**src/core/lfs_pkg.sv**
```systemverilog
// linefeed state selector: shared codes, field widths and reset values
// assumes one 10 MHz clock and software-facing settings held as plain ports
package lfs_pkg;

    typedef enum logic [2:0] {
        LFS_OPEN       = 3'b000,
        LFS_FWD_ACTIVE = 3'b001,
        LFS_FWD_OHT    = 3'b010,
        LFS_TIP_OPEN   = 3'b011,
        LFS_RINGING    = 3'b100,
        LFS_REV_ACTIVE = 3'b101,
        LFS_REV_OHT    = 3'b110,
        LFS_RING_OPEN  = 3'b111
    } lfs_state_t;

    localparam int          LFS_STATE_W   = 3;
    localparam int          LFS_VOLT_W    = 15;
    localparam int          LFS_LOOP_CURRENT_CEILING_W    = 5;
    // voltage code lsb 4.907 mV; 1 V step is about 204 codes
    localparam logic [14:0] LFS_VOC_RST   = 15'h0000;
    localparam logic [14:0] LFS_VOC_MAX   = 15'h3266;
    // current ceiling 18..45 mA in 0.87 mA steps: codes 0..31
    localparam logic [4:0]  LFS_LOOP_CURRENT_CEILING_RST  = 5'h00;
    // 3 V common-mode default, 3 / 4.907 mV rounded
    localparam logic [14:0] LFS_VCM_RST   = 15'h0263;
    localparam logic [2:0]  LFS_STATE_RST = 3'h0;

endpackage

```
**src/core/lfs_linefeed_ctrl.sv**
```systemverilog
// linefeed state selector for one channel of a line interface
// assumes hook and power-fault levels arrive asynchronously from the line
// driver side and software settings come from logic on ref_clk
`timescale 1ns/1ps
module lfs_linefeed_ctrl
    import lfs_pkg::*;
(
    // clock and reset
    input  wire logic                  ref_clk,
    input  wire logic                  nrst,
    // software state field
    input  wire logic                  state_wr,
    input  wire logic [LFS_STATE_W-1:0] line_state_select,
    output logic      [LFS_STATE_W-1:0] line_state_readback,
    output logic                       power_fault_open,
    // software feed settings
    input  wire logic                  voc_wr,
    input  wire logic [LFS_VOLT_W-1:0] voc_value,
    input  wire logic                  loop_current_ceiling_wr,
    input  wire logic [LFS_LOOP_CURRENT_CEILING_W-1:0] loop_current_ceiling_value,
    input  wire logic                  vcm_wr,
    input  wire logic [LFS_VOLT_W-1:0] vcm_value,
    output logic      [LFS_VOLT_W-1:0] open_circuit_voltage_setting,
    output logic      [LFS_LOOP_CURRENT_CEILING_W-1:0] loop_current_ceiling,
    output logic      [LFS_VOLT_W-1:0] common_mode_offset,
    // line side status, asynchronous
    input  wire logic                  off_hook,
    input  wire logic                  driver_overpower,
    // line driver controls
    output logic                       tip_drive_en,
    output logic                       ring_drive_en,
    output logic                       polarity_reverse,
    output logic                       ringing_en,
    output logic                       audio_path_en,
    output logic                       low_power
);

    lfs_state_t sel_q;
    lfs_state_t eff_state;
    logic       fault_q;
    logic [1:0] hook_sync_q;
    logic [1:0] pwr_sync_q;
    logic       hook;
    logic       pwr_fault;

    // two-stage synchronisers; only the second stage is read
    always_ff @(posedge ref_clk or negedge nrst)
    begin
        if (!nrst)
        begin
            hook_sync_q <= 2'h0;
            pwr_sync_q  <= 2'h0;
        end
        else
        begin
            hook_sync_q <= {hook_sync_q[0], off_hook};
            pwr_sync_q  <= {pwr_sync_q[0], driver_overpower};
        end
    end

    assign hook      = hook_sync_q[1];
    assign pwr_fault = pwr_sync_q[1];

    // software selection, opens itself on reset
    always_ff @(posedge ref_clk or negedge nrst)
    begin
        if (!nrst)
            sel_q <= lfs_state_t'(LFS_STATE_RST);
        else if (state_wr)
            sel_q <= lfs_state_t'(line_state_select);
    end

    // fault latch: a fault in the write cycle wins, so the channel stays safe
    always_ff @(posedge ref_clk or negedge nrst)
    begin
        if (!nrst)
            fault_q <= 1'b0;
        else if (pwr_fault)
            fault_q <= 1'b1;
        else if (state_wr)
            fault_q <= 1'b0;
    end

    assign eff_state = (fault_q || pwr_fault) ? LFS_OPEN : sel_q;

    function automatic logic is_active(input lfs_state_t s);
        is_active = (s == LFS_FWD_ACTIVE) || (s == LFS_REV_ACTIVE);
    endfunction

    // driver decode
    always_comb
    begin
        tip_drive_en     = 1'b0;
        ring_drive_en    = 1'b0;
        polarity_reverse = 1'b0;
        ringing_en       = 1'b0;
        audio_path_en    = 1'b0;
        low_power        = 1'b0;
        unique case (eff_state)
            LFS_OPEN:
            begin
                tip_drive_en  = 1'b0;
                ring_drive_en = 1'b0;
            end
            LFS_FWD_ACTIVE:
            begin
                tip_drive_en  = 1'b1;
                ring_drive_en = 1'b1;
                audio_path_en = hook;
                low_power     = !hook;
            end
            LFS_FWD_OHT:
            begin
                tip_drive_en  = 1'b1;
                ring_drive_en = 1'b1;
                audio_path_en = 1'b1;
            end
            LFS_TIP_OPEN:
            begin
                ring_drive_en = 1'b1;
                audio_path_en = hook;
            end
            LFS_RINGING:
            begin
                tip_drive_en  = 1'b1;
                ring_drive_en = 1'b1;
                ringing_en    = 1'b1;
            end
            LFS_REV_ACTIVE:
            begin
                tip_drive_en     = 1'b1;
                ring_drive_en    = 1'b1;
                polarity_reverse = 1'b1;
                audio_path_en    = hook;
                low_power        = !hook;
            end
            LFS_REV_OHT:
            begin
                tip_drive_en     = 1'b1;
                ring_drive_en    = 1'b1;
                polarity_reverse = 1'b1;
                audio_path_en    = 1'b1;
            end
            LFS_RING_OPEN:
            begin
                tip_drive_en  = 1'b1;
                audio_path_en = hook;
            end
        endcase
    end

    assign line_state_readback = eff_state;
    assign power_fault_open    = fault_q;

    // feed settings; voltage codes clamp at the 63.3 V ceiling
    lfs_setting_reg #(
        .W       (LFS_VOLT_W),
        .RST_VAL (LFS_VOC_RST),
        .MAX_VAL (LFS_VOC_MAX)
    ) u_voc (
        .ref_clk   (ref_clk),
        .nrst      (nrst),
        .load      (voc_wr),
        .value     (voc_value),
        .setting_q (open_circuit_voltage_setting)
    );

    lfs_setting_reg #(
        .W       (LFS_LOOP_CURRENT_CEILING_W),
        .RST_VAL (LFS_LOOP_CURRENT_CEILING_RST),
        .MAX_VAL (5'h1F)
    ) u_loop_current_ceiling (
        .ref_clk   (ref_clk),
        .nrst      (nrst),
        .load      (loop_current_ceiling_wr),
        .value     (loop_current_ceiling_value),
        .setting_q (loop_current_ceiling)
    );

    lfs_setting_reg #(
        .W       (LFS_VOLT_W),
        .RST_VAL (LFS_VCM_RST),
        .MAX_VAL (LFS_VOC_MAX)
    ) u_vcm (
        .ref_clk   (ref_clk),
        .nrst      (nrst),
        .load      (vcm_wr),
        .value     (vcm_value),
        .setting_q (common_mode_offset)
    );

    // hook and fault are checked after their synchronisers, as the decode sees them
    chk_open_hiz: assert property (@(posedge ref_clk) disable iff (!nrst)
        (line_state_readback == LFS_OPEN) |-> (!tip_drive_en && !ring_drive_en))
        else $error("open state drives a lead");

    chk_reset_open: assert property (@(posedge ref_clk)
        $rose(nrst) |-> (line_state_readback == LFS_OPEN))
        else $error("reset did not leave the channel open");

    // a one-cycle fault followed at once by a write may legally reopen the channel
    chk_fault_forces_open: assert property (@(posedge ref_clk) disable iff (!nrst)
        $rose(pwr_fault) |-> (line_state_readback == LFS_OPEN) [*2]
            ##1 ($past(state_wr && !pwr_fault) || (line_state_readback == LFS_OPEN)))
        else $error("power fault did not open the channel");

    chk_fault_no_drive: assert property (@(posedge ref_clk) disable iff (!nrst)
        pwr_fault |-> (!tip_drive_en && !ring_drive_en && !ringing_en))
        else $error("lead driven during power fault");

    chk_fault_holds_open: assert property (@(posedge ref_clk) disable iff (!nrst)
        (fault_q && !state_wr) |=> (line_state_readback == LFS_OPEN))
        else $error("channel left open without a write");

    chk_write_follows: assert property (@(posedge ref_clk) disable iff (!nrst)
        (state_wr && !pwr_fault)
            |=> (pwr_fault || (line_state_readback == $past(line_state_select))))
        else $error("written state not taken");

    chk_active_audio_off: assert property (@(posedge ref_clk) disable iff (!nrst)
        (is_active(eff_state) && !hook) |-> (!audio_path_en && low_power))
        else $error("active on-hook not in standby");

    chk_offhook_audio: assert property (@(posedge ref_clk) disable iff (!nrst)
        (is_active(eff_state) && hook) |-> (audio_path_en && !low_power))
        else $error("active off-hook without audio");

    chk_fwd_polarity: assert property (@(posedge ref_clk) disable iff (!nrst)
        (eff_state == LFS_FWD_ACTIVE) |-> (tip_drive_en && ring_drive_en && !polarity_reverse))
        else $error("forward active leads wrong");

    chk_standby_active: assert property (@(posedge ref_clk) disable iff (!nrst)
        low_power |-> is_active(eff_state))
        else $error("low power outside active states");

    chk_oht_audio_on: assert property (@(posedge ref_clk) disable iff (!nrst)
        (eff_state == LFS_FWD_OHT || eff_state == LFS_REV_OHT) |-> audio_path_en)
        else $error("on-hook transmission without audio");

    chk_oht_fed: assert property (@(posedge ref_clk) disable iff (!nrst)
        (eff_state == LFS_FWD_OHT) |-> (tip_drive_en && ring_drive_en && !polarity_reverse))
        else $error("forward transmission leads wrong");

    chk_ground_start: assert property (@(posedge ref_clk) disable iff (!nrst)
        (eff_state == LFS_TIP_OPEN) |-> (!tip_drive_en && ring_drive_en))
        else $error("tip open leads wrong");

    chk_ring_open: assert property (@(posedge ref_clk) disable iff (!nrst)
        (eff_state == LFS_RING_OPEN) |-> (tip_drive_en && !ring_drive_en))
        else $error("ring open leads wrong");

    chk_ringing_drive: assert property (@(posedge ref_clk) disable iff (!nrst)
        ringing_en |-> (eff_state == LFS_RINGING))
        else $error("ringing outside ringing state");

    chk_ringing_on: assert property (@(posedge ref_clk) disable iff (!nrst)
        (eff_state == LFS_RINGING) |-> ringing_en)
        else $error("ringing state without ringing");

    chk_reverse_pol: assert property (@(posedge ref_clk) disable iff (!nrst)
        polarity_reverse |-> (eff_state inside {LFS_REV_ACTIVE, LFS_REV_OHT}))
        else $error("reverse polarity in wrong state");

    chk_rev_active_pol: assert property (@(posedge ref_clk) disable iff (!nrst)
        (eff_state == LFS_REV_ACTIVE) |-> (polarity_reverse && tip_drive_en && ring_drive_en))
        else $error("reverse active leads wrong");

    chk_rev_oht_pol: assert property (@(posedge ref_clk) disable iff (!nrst)
        (eff_state == LFS_REV_OHT) |-> (polarity_reverse && audio_path_en))
        else $error("reverse transmission wrong");

    chk_voc_load: assert property (@(posedge ref_clk) disable iff (!nrst)
        (voc_wr && voc_value <= LFS_VOC_MAX)
            |=> (open_circuit_voltage_setting == $past(voc_value)))
        else $error("voc setting not loaded");

    chk_voc_clamp: assert property (@(posedge ref_clk) disable iff (!nrst)
        (voc_wr && voc_value > LFS_VOC_MAX) |=> (open_circuit_voltage_setting == LFS_VOC_MAX))
        else $error("voc setting not clamped");

    chk_voc_hold: assert property (@(posedge ref_clk) disable iff (!nrst)
        !voc_wr |=> $stable(open_circuit_voltage_setting))
        else $error("voc setting moved without a write");

    chk_loop_current_ceiling_load: assert property (@(posedge ref_clk) disable iff (!nrst)
        loop_current_ceiling_wr |=> (loop_current_ceiling == $past(loop_current_ceiling_value)))
        else $error("current ceiling not loaded");

    chk_vcm_load: assert property (@(posedge ref_clk) disable iff (!nrst)
        (vcm_wr && vcm_value <= LFS_VOC_MAX) |=> (common_mode_offset == $past(vcm_value)))
        else $error("common-mode setting not loaded");

    chk_vcm_default: assert property (@(posedge ref_clk)
        $rose(nrst) |-> (common_mode_offset == LFS_VCM_RST))
        else $error("common-mode default wrong");

endmodule

```
**src/core/lfs_setting_reg.sv**
```systemverilog
// one loadable feed setting register with reset default and ceiling clamp
// assumes load strobe and value come from logic on the same clock
`timescale 1ns/1ps
module lfs_setting_reg
    import lfs_pkg::*;
#(
    parameter int          W       = 15,
    parameter logic [W-1:0] RST_VAL = '0,
    parameter logic [W-1:0] MAX_VAL = '1
)
(
    // clock and reset
    input  wire logic         ref_clk,
    input  wire logic         nrst,
    // load side
    input  wire logic         load,
    input  wire logic [W-1:0] value,
    // held setting
    output logic      [W-1:0] setting_q
);

    // refused while elaborating: a default above the ceiling could never be restored by a load
    if (W < 1 || RST_VAL > MAX_VAL)
        $error("lfs_setting_reg: bad width or default");

    // values above the ceiling are clamped rather than refused
    always_ff @(posedge ref_clk or negedge nrst)
    begin
        if (!nrst)
            setting_q <= RST_VAL;
        else if (load)
            setting_q <= (value > MAX_VAL) ? MAX_VAL : value;
    end

endmodule

```
**config.mk**
```make
export PLATFORM = sky130hd
export DESIGN_NAME = lfs_linefeed_ctrl
export DESIGN_NICKNAME = d
export VERILOG_FILES = /design/src/core/lfs_pkg.sv /design/src/core/lfs_linefeed_ctrl.sv /design/src/core/lfs_setting_reg.sv
export SDC_FILE = /design/constraint.sdc
export NUM_CORES = 1
export LEC_CHECK = 0
export ABC_CLOCK_PERIOD_IN_PS = 1600
export BUFFER_PORTS_ARGS = -buffer_cell sky130_fd_sc_hd__buf_4
export CAP_MARGIN = 20
export CORE_MARGIN = 5
export CORE_UTILIZATION = 49
export CTS_CLUSTER_DIAMETER = 200
export DETAILED_ROUTE_END_ITERATION = 10
export PLACE_DENSITY = 0.95
export REMOVE_ABC_BUFFERS = 1
export SLEW_MARGIN = 20
export SYNTH_ARGS = -nofsm -noshare
export SYNTH_HDL_FRONTEND = slang
export SYNTH_SLANG_ARGS = --single-unit
export TNS_END_PERCENT = 1
```
**constraint.sdc**
```tcl
create_clock -name ref_clk -period 1.6 [get_ports ref_clk]
set_clock_uncertainty 0.05 [all_clocks]
set_input_delay 0.16 -clock ref_clk [delete_from_list [all_inputs] [get_ports ref_clk]]
set_output_delay 0.16 -clock ref_clk [all_outputs]
set_load 0.01 [all_outputs]
```
==> results.json, run 1 <==
{
  "area_growth_pct": 48.21,
  "top_layer_used": "met4",
  "hold_start": "vcm_value[5]",
  "die_x_um": 72.10,
  "placementRows": 22,
  "synth_top_area_share": 0.5033,
  "clock_latency_ps": 290,
  "p_seq_frac": 0.481,
  "core_area_sq_um": 3689,
  "clock_path_buffers": 2,
  "cts_made_buffers": 5,
  "drt_wl_total_mm": 4.892,
  "tightest_slew_ps": 674.4,
  "internal-power_mw": 1.926,
  "synth_common_cells": "dfrtp_1, inv_1, o32ai_1",
  "vias_per_cell": 5.322,
  "final_area_sq_um": 2800,
  "total_power_mw": 2.586,
  "wl_met2_mm": 2.584,
  "drt_first_pass_iters": 4,
  "min_path_type": "input pin to register",
  "fin_crit_ps": 1607,
  "p_sw_mw": 0.6600,
  "ys_warn_count": 0,
  "crit_start": "sel_q[1]$_DFFE_PN0P_",
  "p_leak_nw": 1.332,
  "place_hpwl_mm": 3.737,
  "die_area_sq_um": 5198,
  "critPathMaxFanout": 6,
  "slew_viol_final": 0,
  "vias": 1655,
  "power_density_nw_per_um2": 923.4,
  "setup_viol": 1,
  "violations": "negative setup slack",
  "grt_antenna_before_repair": 0,
  "synth_edf_count": 0,
  "yosys-top-cells-area": "dfrtp_1, dfstp_2, inv_1, mux2_2, o32ai_1",
  "fin_ws_ps": -7.455,
  "critical_path_class": "register to primary output",
  "synth_area_sq_um": 1889,
  "drive_above_1_share": 0.4943,
  "ys_seq_area_frac": 0.5728,
  "hold_violations": 0,
  "cp.arrival_ps": 1400,
  "worstPathRequired_ps": 1390,
  "antennaDiodeCount": 0,
  "clock.fmax_mhz": 622.1,
  "ys_types": 37,
  "p_sw_frac": 0.2552,
  "grt_pass1_wl_mm": 7.790,
  "synthArstFlopShare": 1.000,
  "r2r-start": "u_vcm.setting_q[10]$_DFFE_PN0P_",
  "root_buffer": "clkbuf_8",
  "dp_slack_ps": 43.87,
  "grt_setup_unrepaired": "yes",
  "pwr-share-comb": 0.196,
  "io_buffer_count": 90,
  "syn_avg_cell_area_sq_um": 11.52,
  "grt_max_degree": 44,
  "min_period_over_period": 1.005,
  "setup.worst_path.start_class": "register",
  "relSlewSlack": 0.5504,
  "ctsHtreeMaxLevel": 2,
  "cp-end-kind": "primary output",
  "synth-main-ff-cell": "dfrtp_1",
  "start_util": 0.5122,
  "wl_met3_um": 400,
  "grtUsageTotal": 0.1905,
  "power_frac_clock": 0.323,
  "io_pins": 91,
  "grt_pass1_vias": 1667,
  "die_h_um": 72.10,
  "fin_util": 0.7592,
  "globalplace.congestion": 0.8513,
  "ant_nets": 0,
  "drc_errors": 0,
  "status": "finished, violations left",
  "wl_per_cell_um": 15.73,
  "synth_top_cell_by_area": "dfrtp_1",
  "syn_inst": 164,
  "gr-total-overflow": 0,
  "ir_drop_mv": 0.5508,
  "fin_nets": 308,
  "cap_viol_max_count": 0,
  "wl_met1_mm": 1.846,
  "place_area_sq_um": 2620,
  "fill_cells": 297,
  "clk_pin_slew_ps": 80,
  "synth.most_common_cell": "dfrtp_1",
  "cts_tree": "done",
  "setup-tns-final_ps": -7.455,
  "drt_iter0_drc": 89,
  "clock_sinks": 43,
  "ys_ff_latch": 43
}
-- state kept, by name, indices dropped and copies added (netlist names) --
| name | cells |
|---|---|
| pwr_sync_q | 2 |
| power_fault_open | 1 |
| u_vcm.setting_q | 15 |
| u_loop_current_ceiling.setting_q | 5 |
| u_voc.setting_q | 15 |
| sel_q | 3 |
| hook_sync_q | 2 |
-- worst paths after layout --
check                                             endpoint  slack [ps]  cells after the start
max                                          ring_drive_en          -7                      3
min in group asynchronous   u_vcm.setting_q[8]$_DFFE_PN0P_         370                      2
max in group asynchronous             sel_q[0]$_DFFE_PN0P_         750                      2
min reg2reg                        pwr_sync_q[1]$_DFF_PN0_         310                      0
min                         u_vcm.setting_q[5]$_DFFE_PN1P_          20                      3
max reg2reg                u_vcm.setting_q[10]$_DFFE_PN0P_         690                      2
-- repair_timing --
| action | CTS | global route |
|---|---|---|
| resized for setup | 6 | 2 |
| setup endpoints to repair | 3 | 3 |
| endpoints found under the hold margin | 40 | 0 |
| buffers inserted | 0 | 1 |
| pin swaps | 1 | 0 |
| hold buffers | 3 | 0 |
-- cells by family (layout without fill, tap and decap cells) --
logic type | Yosys count | count (layout) | share of synthesized area
AOI/OAI and AO/OA | 41 | 41 | 0.1702
xor gates and xnor gates | 1 | 1 | 0.004637
buffers and inverters | 29 | 128 | 0.05828
DFF | 43 | 43 | 0.5728
muxes | 9 | 9 | 0.05298
and+or+nand+nor | 41 | 41 | 0.1411
-- area by class of cell --
| cell class | count | area [sq um] | area share |
|---|---|---|---|
| well taps | 48 | 60.06 | 0.02145 |
| inverters | 24 | 90.09 | 0.03217 |
| clock buffers | 5 | 68.82 | 0.02458 |
| flip-flops and latches | 43 | 1084 | 0.3870 |
| multi-input cells | 92 | 721.9 | 0.2578 |
| repair buffers | 96 | 732.0 | 0.2614 |
| clock inverters | 3 | 43.79 | 0.01564 |
-- power by group through the flow --
stage	Sequential, mW	Clock [mW]	Combinational, mW
2_1_floorplan	1.29	0	0.152
3_3_place_gp	1.26	0	0.478
3_5_place_dp	1.26	0	0.497
4_1_cts	1.24	0.853	0.507
5_1_grt	1.26	0.897	0.552
6_report	1.24	0.835	0.506
-- cells in the final DEF (no fill, tap or decap), types with 2 or more instances in the layout --
cell type and instances:
mux2_2 8, nor2b_1 4, nor3b_2 2, nor4b_4 2, nand2_1 6, dfstp_2 5, nor2_1 6, o32a_2 4
nand3_1 3, and2_1 2, nor3_1 3, o22ai_1 2, a31o_2 2, a21oi_1 4, dlygate4sd3_1 3, buf_4 92
nand2b_1 4, inv_1 24, o22a_1 2, clkbuf_8 5, a211oi_1 2, dfrtp_1 37, a21o_1 3, o21ai_0 3
o32ai_1 9, a31oi_1 6, o32a_1 2
-- stage by stage --
stage / instances / hold slack, ps
6_report: 311 / 24.59
5_1_grt: 311 / 17.83
4_1_cts: 310 / 23.54
3_5_place_dp: 299 / 124.6
3_3_place_gp: 299 / 115.9
2_1_floorplan: 159 / -185.6
-- critical path, stage by stage, from the launching register on --
cell and delay (ps):
dfrtp_1 440, or3_1 380, and3_4 170, buf_6 110
-- routing by layer --
layer,vias up,GRT usage
li1,782,-
met1,792,0.2356
met2,71,0.3256
met3,10,0.06094
met4,0,0.04175
met5,-,0
Note: power is estimated with default switching activity, not from simulation.
==> run 2, diff against run 1 <==
Settings changed: SETUP_SLACK_MARGIN set to 0.15.
==> run 2 against run 1 <==
  * The run now ends clean
  * Final cell count rose by 1.9%
  * Critical path depth unchanged
  * Sequential share of layout area fell by 0.93 points
  * Register-to-register slack worse by 180 ps
  * First-iteration DRC count increased by 2.2%
  * Global-route usage up 0.71 points
  * Largest power group unchanged
==> results.json, run 2 (same netlist as run 1, synthesis figures left out) <==
{
  "status": "finished clean",
  "fin_crit_ps": 1588,
  "ctsHtreeMaxLevel": 2,
  "crit_path_cell_trace": "or3_1 -> and3_4 -> buf_6",
  "vias": 1687,
  "drt_wl_total_mm": 5.148,
  "setup_viol": 0,
  "path_delay_family": "simple AND/OR/NAND/NOR gates",
  "grt_pass1_wl_mm": 8.059,
  "drive_above_1_share": 0.5204,
  "clock_path_buffers": 2,
  "worstSetupPathDepth": 3,
  "start_util": 0.5122,
  "mostFrequentLayoutCells": "buf_4, dfrtp_1, inv_1",
  "p_sw_frac": 0.2575,
  "p_sw_mw": 0.6762,
  "pwr-share-comb": 0.208,
  "power_density_nw_per_um2": 915.3,
  "critPathMaxFanout": 3,
  "cts_tree": "done",
  "grt_pass1_vias": 1725,
  "area_growth_pct": 51.85,
  "io_pins": 91,
  "min_path_type": "input pin to register",
  "multi_input_area_sq_um": 738.2,
  "critPathCapture": "ring_drive_en",
  "place_hpwl_mm": 3.737,
  "tightest_slew_ps": 668.1,
  "path_buf_inv": 1,
  "cp-end-kind": "primary output",
  "grtUsageTotal": 0.1976,
  "wl_per_cell_um": 16.24,
  "cp_slowest_cell": "dfrtp_1",
  "crit_start": "sel_q[1]$_DFFE_PN0P_",
  "p_leak_nw": 1.367,
  "r2r-start": "sel_q[1]$_DFFE_PN0P_",
  "hold_violations": 0,
  "worstPathRequired_ps": 1390,
  "cp_slowest_stage_delay_ps": 410,
  "power_frac_clock": 0.319,
  "drc_errors": 0,
  "slew_viol_final": 0,
  "drt_first_pass_iters": 4,
  "gr-total-overflow": 0,
  "grt_max_degree": 44,
  "vias_per_cell": 5.322,
  "die_x_um": 72.10,
  "globalplace.congestion": 0.8513,
  "die_area_sq_um": 5198,
  "clock_latency_ps": 290,
  "rr_worst_depth": 3,
  "clk_pin_slew_ps": 80,
  "cp.arrival_ps": 1380,
  "placementRows": 22,
  "r2r_end": "sel_q[1]$_DFFE_PN0P_",
  "io_buffer_count": 90,
  "fill_cells": 279,
  "relSlewSlack": 0.5546,
  "internal-power_mw": 1.950,
  "setup-tns-final_ps": 0,
  "die_h_um": 72.10,
  "fin_nets": 314,
  "reg2reg_slack_ps": 510,
  "root_buffer": "clkbuf_8",
  "clock_sinks": 43,
  "cap_viol_max_count": 0,
  "clock.fmax_mhz": 629.7,
  "largest_registers": "u_vcm.setting_q (15), u_voc.setting_q (15), u_loop_current_ceiling.setting_q (5)",
  "core_area_sq_um": 3689,
  "ir_drop_mv": 0.5497,
  "ant_nets": 0,
  "drt_iter0_drc": 91,
  "cts_made_buffers": 5,
  "final_area_sq_um": 2869,
  "grt_antenna_before_repair": 0,
  "p_seq_frac": 0.473,
  "place_area_sq_um": 2620,
  "min_period_over_period": 0.9925,
  "layout_commonest_cell": "buf_4",
  "setup.worst_path.start_class": "register",
  "grt_setup_unrepaired": "yes",
  "fin_util": 0.7778,
  "seq_area_sq_um": 1084,
  "critical_path_class": "register to primary output",
  "antennaDiodeCount": 0
}
## run 2: layer usage
metal | track usage | part of all wire | vias to the layer above
met3 | 0.06094 | 0.072 | 12
li1 | - | - | 792
met1 | 0.2410 | 0.39 | 812
met5 | 0 | 0 | -
met2 | 0.3438 | 0.53 | 71
met4 | 0.04175 | 0.013 | 0
## run 2: worst min-delay path by stage
stage	startpoint	to	slack [ps]	cells past startpoint
finish	vcm_value[5]	u_vcm.setting_q[5]$_DFFE_PN1P_	20	3
global placement	nrst	u_voc.setting_q[13]$_DFFE_PN0P_	120	1
CTS	vcm_value[5]	u_vcm.setting_q[5]$_DFFE_PN1P_	20	3
floorplan	nrst	hook_sync_q[0]$_DFF_PN0_	-190	0
global route	vcm_value[5]	u_vcm.setting_q[5]$_DFFE_PN1P_	20	3
detailed placement	nrst	u_voc.setting_q[12]$_DFFE_PN0P_	120	1
## run 2: power groups by stage
stage	Combinational (mW)	Sequential, mW	Clock, mW
2_1_floorplan	0.152	1.29	0
5_1_grt	0.593	1.25	0.897
3_3_place_gp	0.478	1.26	0
3_5_place_dp	0.497	1.26	0
4_1_cts	0.537	1.24	0.853
6_report	0.546	1.24	0.838
## run 2: final cells by class
class                   count  share of cell area
clock buffers               5             0.02399
inverters                  24             0.03140
clock inverters             3             0.01526
flip-flops and latches     43              0.3777
repair buffers            102              0.2734
well taps                  48             0.02093
multi-input cells          92              0.2573
## run 2: what timing repair did
| item | CTS | global route |
|---|---|---|
| endpoints found under the setup margin | 8 | 7 |
| buffers inserted | 7 | 0 |
| resized for setup | 9 | 5 |
| hold buffers | 3 | 0 |
| pin swaps | 3 | 2 |
| endpoints found under the hold margin | 40 | 0 |
## run 2: worst min-delay path, stage by stage
cell and delay, ps:
buf_4 110, inv_1 40, a31oi_1 60
## run 2: metrics by stage
step	worst slack, ps	total power [mW]	hold slack (ps)	cells
4_1_cts	63.73	2.629	23.54	317
3_5_place_dp	43.87	1.758	124.6	299
6_report	11.99	2.626	24.34	317
3_3_place_gp	125.3	1.734	115.9	299
5_1_grt	-24.35	2.742	18.20	317
2_1_floorplan	197.5	1.440	-185.6	159
==> run 3, diff against run 2 <==
Settings changed: ABC_AREA set to 1, CORE_UTILIZATION 49 to 50.
==> run 3 against run 2 <==
  * The flow now finishes with violations (negative setup slack)
  * Area after synthesis up 9.9%
  * Synthesized cell count up 58%
  * Non-clock buffer count down 5
  * Register-to-register slack better by 190 ps
  * Power up 0.70%
  * Sequential cell count unchanged
  * Hold slack better by 2.1 ps
  * Sequential share of layout area down 1.7 points
  * Die area up 6.6%
  * Count of clock-buffer cells in the layout up 1
==> results.json, run 3 <==
{
  "path_buf_inv": 2,
  "syn_inst": 259,
  "clk_pin_slew_ps": 80,
  "globalplace.congestion": 0.8297,
  "clock.fmax_mhz": 593.1,
  "core_area_sq_um": 4000,
  "synth_common_cells": "nand2_1, nor2_1, dfrtp_1",
  "min_period_over_period": 1.054,
  "relSlewSlack": 0.6458,
  "critical_path_class": "register to primary output",
  "crit_path_cell_trace": "nor2_2 -> inv_2 -> nor2_4 -> nand2_2 -> nor2_2 -> buf_6",
  "p_sw_frac": 0.2598,
  "min_path_type": "input pin to register",
  "start_util": 0.5189,
  "drt_first_pass_iters": 4,
  "synth-main-ff-cell": "dfrtp_1",
  "setup.worst_path.start_class": "register",
  "cts_tree": "done",
  "mostFrequentLayoutCells": "buf_4, nand2_1, nor2_1",
  "hold_violations": 0,
  "yosys-top-cells-area": "dfrtp_1, nand2_1, nor2_1, dfstp_2, inv_1",
  "cp-end-kind": "primary output",
  "dp_cells": 391,
  "grt_pass1_vias": 1992,
  "place_hpwl_mm": 3.958,
  "clock_path_buffers": 2,
  "internal-power_mw": 1.957,
  "placementRows": 23,
  "gr-total-overflow": 0,
  "syn_avg_cell_area_sq_um": 8.014,
  "ys_warn_count": 0,
  "final_cells": 406,
  "synth_edf_count": 0,
  "setup_viol": 5,
  "clock_latency_ps": 290,
  "drc_errors": 0,
  "root_buffer": "clkbuf_8",
  "grt_setup_unrepaired": "yes",
  "pwr-share-comb": 0.211,
  "critPathMaxFanout": 4,
  "worstPathRequired_ps": 1390,
  "io_buffer_count": 90,
  "fin_nets": 401,
  "cts_made_buffers": 5,
  "io_pins": 91,
  "vias_per_cell": 4.953,
  "synth_top_area_share": 0.4581,
  "fin_ws_ps": -85.92,
  "status": "finished, violations left",
  "dp_slack_ps": 117.8,
  "synth_area_sq_um": 2076,
  "grt_pass1_wl_mm": 8.576,
  "clock_sinks": 43,
  "die_area_sq_um": 5540,
  "setup-tns-final_ps": -240.7,
  "power_density_nw_per_um2": 880.5,
  "layout_commonest_cell": "buf_4",
  "ys_ff_latch": 43,
  "ctsHtreeMaxLevel": 2,
  "antennaDiodeCount": 0,
  "whs_ps": 26.44,
  "total_power_mw": 2.644,
  "cap_viol_max_count": 0,
  "p_sw_mw": 0.6869,
  "ys_types": 21,
  "drt_iter0_drc": 111,
  "largest_registers": "u_vcm.setting_q (15), u_voc.setting_q (15), u_loop_current_ceiling.setting_q (5)",
  "die_x_um": 74.43,
  "drive_above_1_share": 0.4017,
  "synth_top_cell_by_area": "dfrtp_1",
  "p_seq_frac": 0.465,
  "drt_wl_total_mm": 5.404,
  "cp_slowest_stage_delay_ps": 400,
  "die_h_um": 74.43,
  "cp_slowest_cell": "dfrtp_1",
  "power_frac_clock": 0.324,
  "fin_crit_ps": 1686,
  "grt_max_degree": 44,
  "synth.most_common_cell": "nand2_1",
  "ir_drop_mv": 0.6151,
  "cp.arrival_ps": 1480,
  "ys_seq_area_frac": 0.5214,
  "area_growth_pct": 44.67,
  "synthArstFlopShare": 1.000,
  "path_common_cell": "nor2_2",
  "wl_per_cell_um": 13.31,
  "grtUsageTotal": 0.2023,
  "tightest_slew_ps": 531.3,
  "grt_antenna_before_repair": 0,
  "slew_viol_final": 0,
  "p_leak_nw": 1.630,
  "vias": 2011,
  "path_delay_family": "simple AND/OR/NAND/NOR gates",
  "ant_nets": 0,
  "violations": "negative setup slack"
}
run 3: what timing repair did:
item / CTS / global route
hold endpoints to repair: 40 / 0
pin swaps: 4 / 8
setup buffers: 2 / 2
endpoints found under the setup margin: 8 / 9
hold buffers: 3 / 0
resized for setup: 13 / 9
run 3: power groups by stage:
stage | Combinational [mW] | Sequential, mW | Clock (mW)
4_1_cts | 0.546 | 1.23 | 0.880
2_1_floorplan | 0.180 | 1.28 | 0
5_1_grt | 0.613 | 1.24 | 0.929
3_5_place_dp | 0.524 | 1.25 | 0
3_3_place_gp | 0.508 | 1.24 | 0
6_report | 0.557 | 1.23 | 0.858
run 3: cell type report:
class | count | area, sq um
clock buffer | 6 | 82.58
multi-input combinational | 173 | 850.8
fill | 311 | 997.2
inverter | 35 | 131.4
timing repair buffer | 97 | 758.2
sequential | 43 | 1082
clock inverter | 2 | 35.03
tap | 50 | 62.56
run 3: worst register-to-register path, stage by stage (launching register included):
cell,delay [ps]
dfstp_2,540
nor2_1,40
o21bai_1,170
inv_1,60
run 3: cell families (layout without fill, tap and decap cells):
| family | Yosys count | after routing | synth area share |
|---|---|---|---|
| AOI/OAI and AO/OA | 25 | 25 | 0.09162 |
| muxes | 5 | 5 | 0.02712 |
| DFF | 43 | 43 | 0.5214 |
| buffers and inverters | 43 | 140 | 0.08800 |
| and+or+nand+nor | 143 | 143 | 0.2718 |
run 3: metrics by stage:
stage | utilization | cell area (sq um)
2_1_floorplan | - | 2024
3_3_place_gp | 0.6906 | 2763
3_5_place_dp | 0.6906 | 2763
4_1_cts | 0.7388 | 2955
5_1_grt | 0.7507 | 3003
6_report | 0.7507 | 3003
run 3: worst paths after layout:
check                                                from                        endpoint  slack [ps]  cells past startpoint
max in group asynchronous                            nrst  u_vcm.setting_q[5]$_DFFE_PN1P_         790                      2
min                                  line_state_select[2]            sel_q[2]$_DFFE_PN0P_          30                      3
max                          power_fault_open$_DFFE_PN0P_                       low_power         -90                      6
min reg2reg                       pwr_sync_q[0]$_DFF_PN0_         pwr_sync_q[1]$_DFF_PN0_         310                      0
max reg2reg                u_vcm.setting_q[6]$_DFFE_PN1P_  u_vcm.setting_q[6]$_DFFE_PN1P_         700                      3
min in group asynchronous                            nrst  u_voc.setting_q[7]$_DFFE_PN0P_         330                      2
run 3: layer usage:
metal,share of wire,global-route usage
met1,0.36,0.2093
met2,0.54,0.3766
met3,0.098,0.07973
met4,0.0087,0.05534
met5,0,0
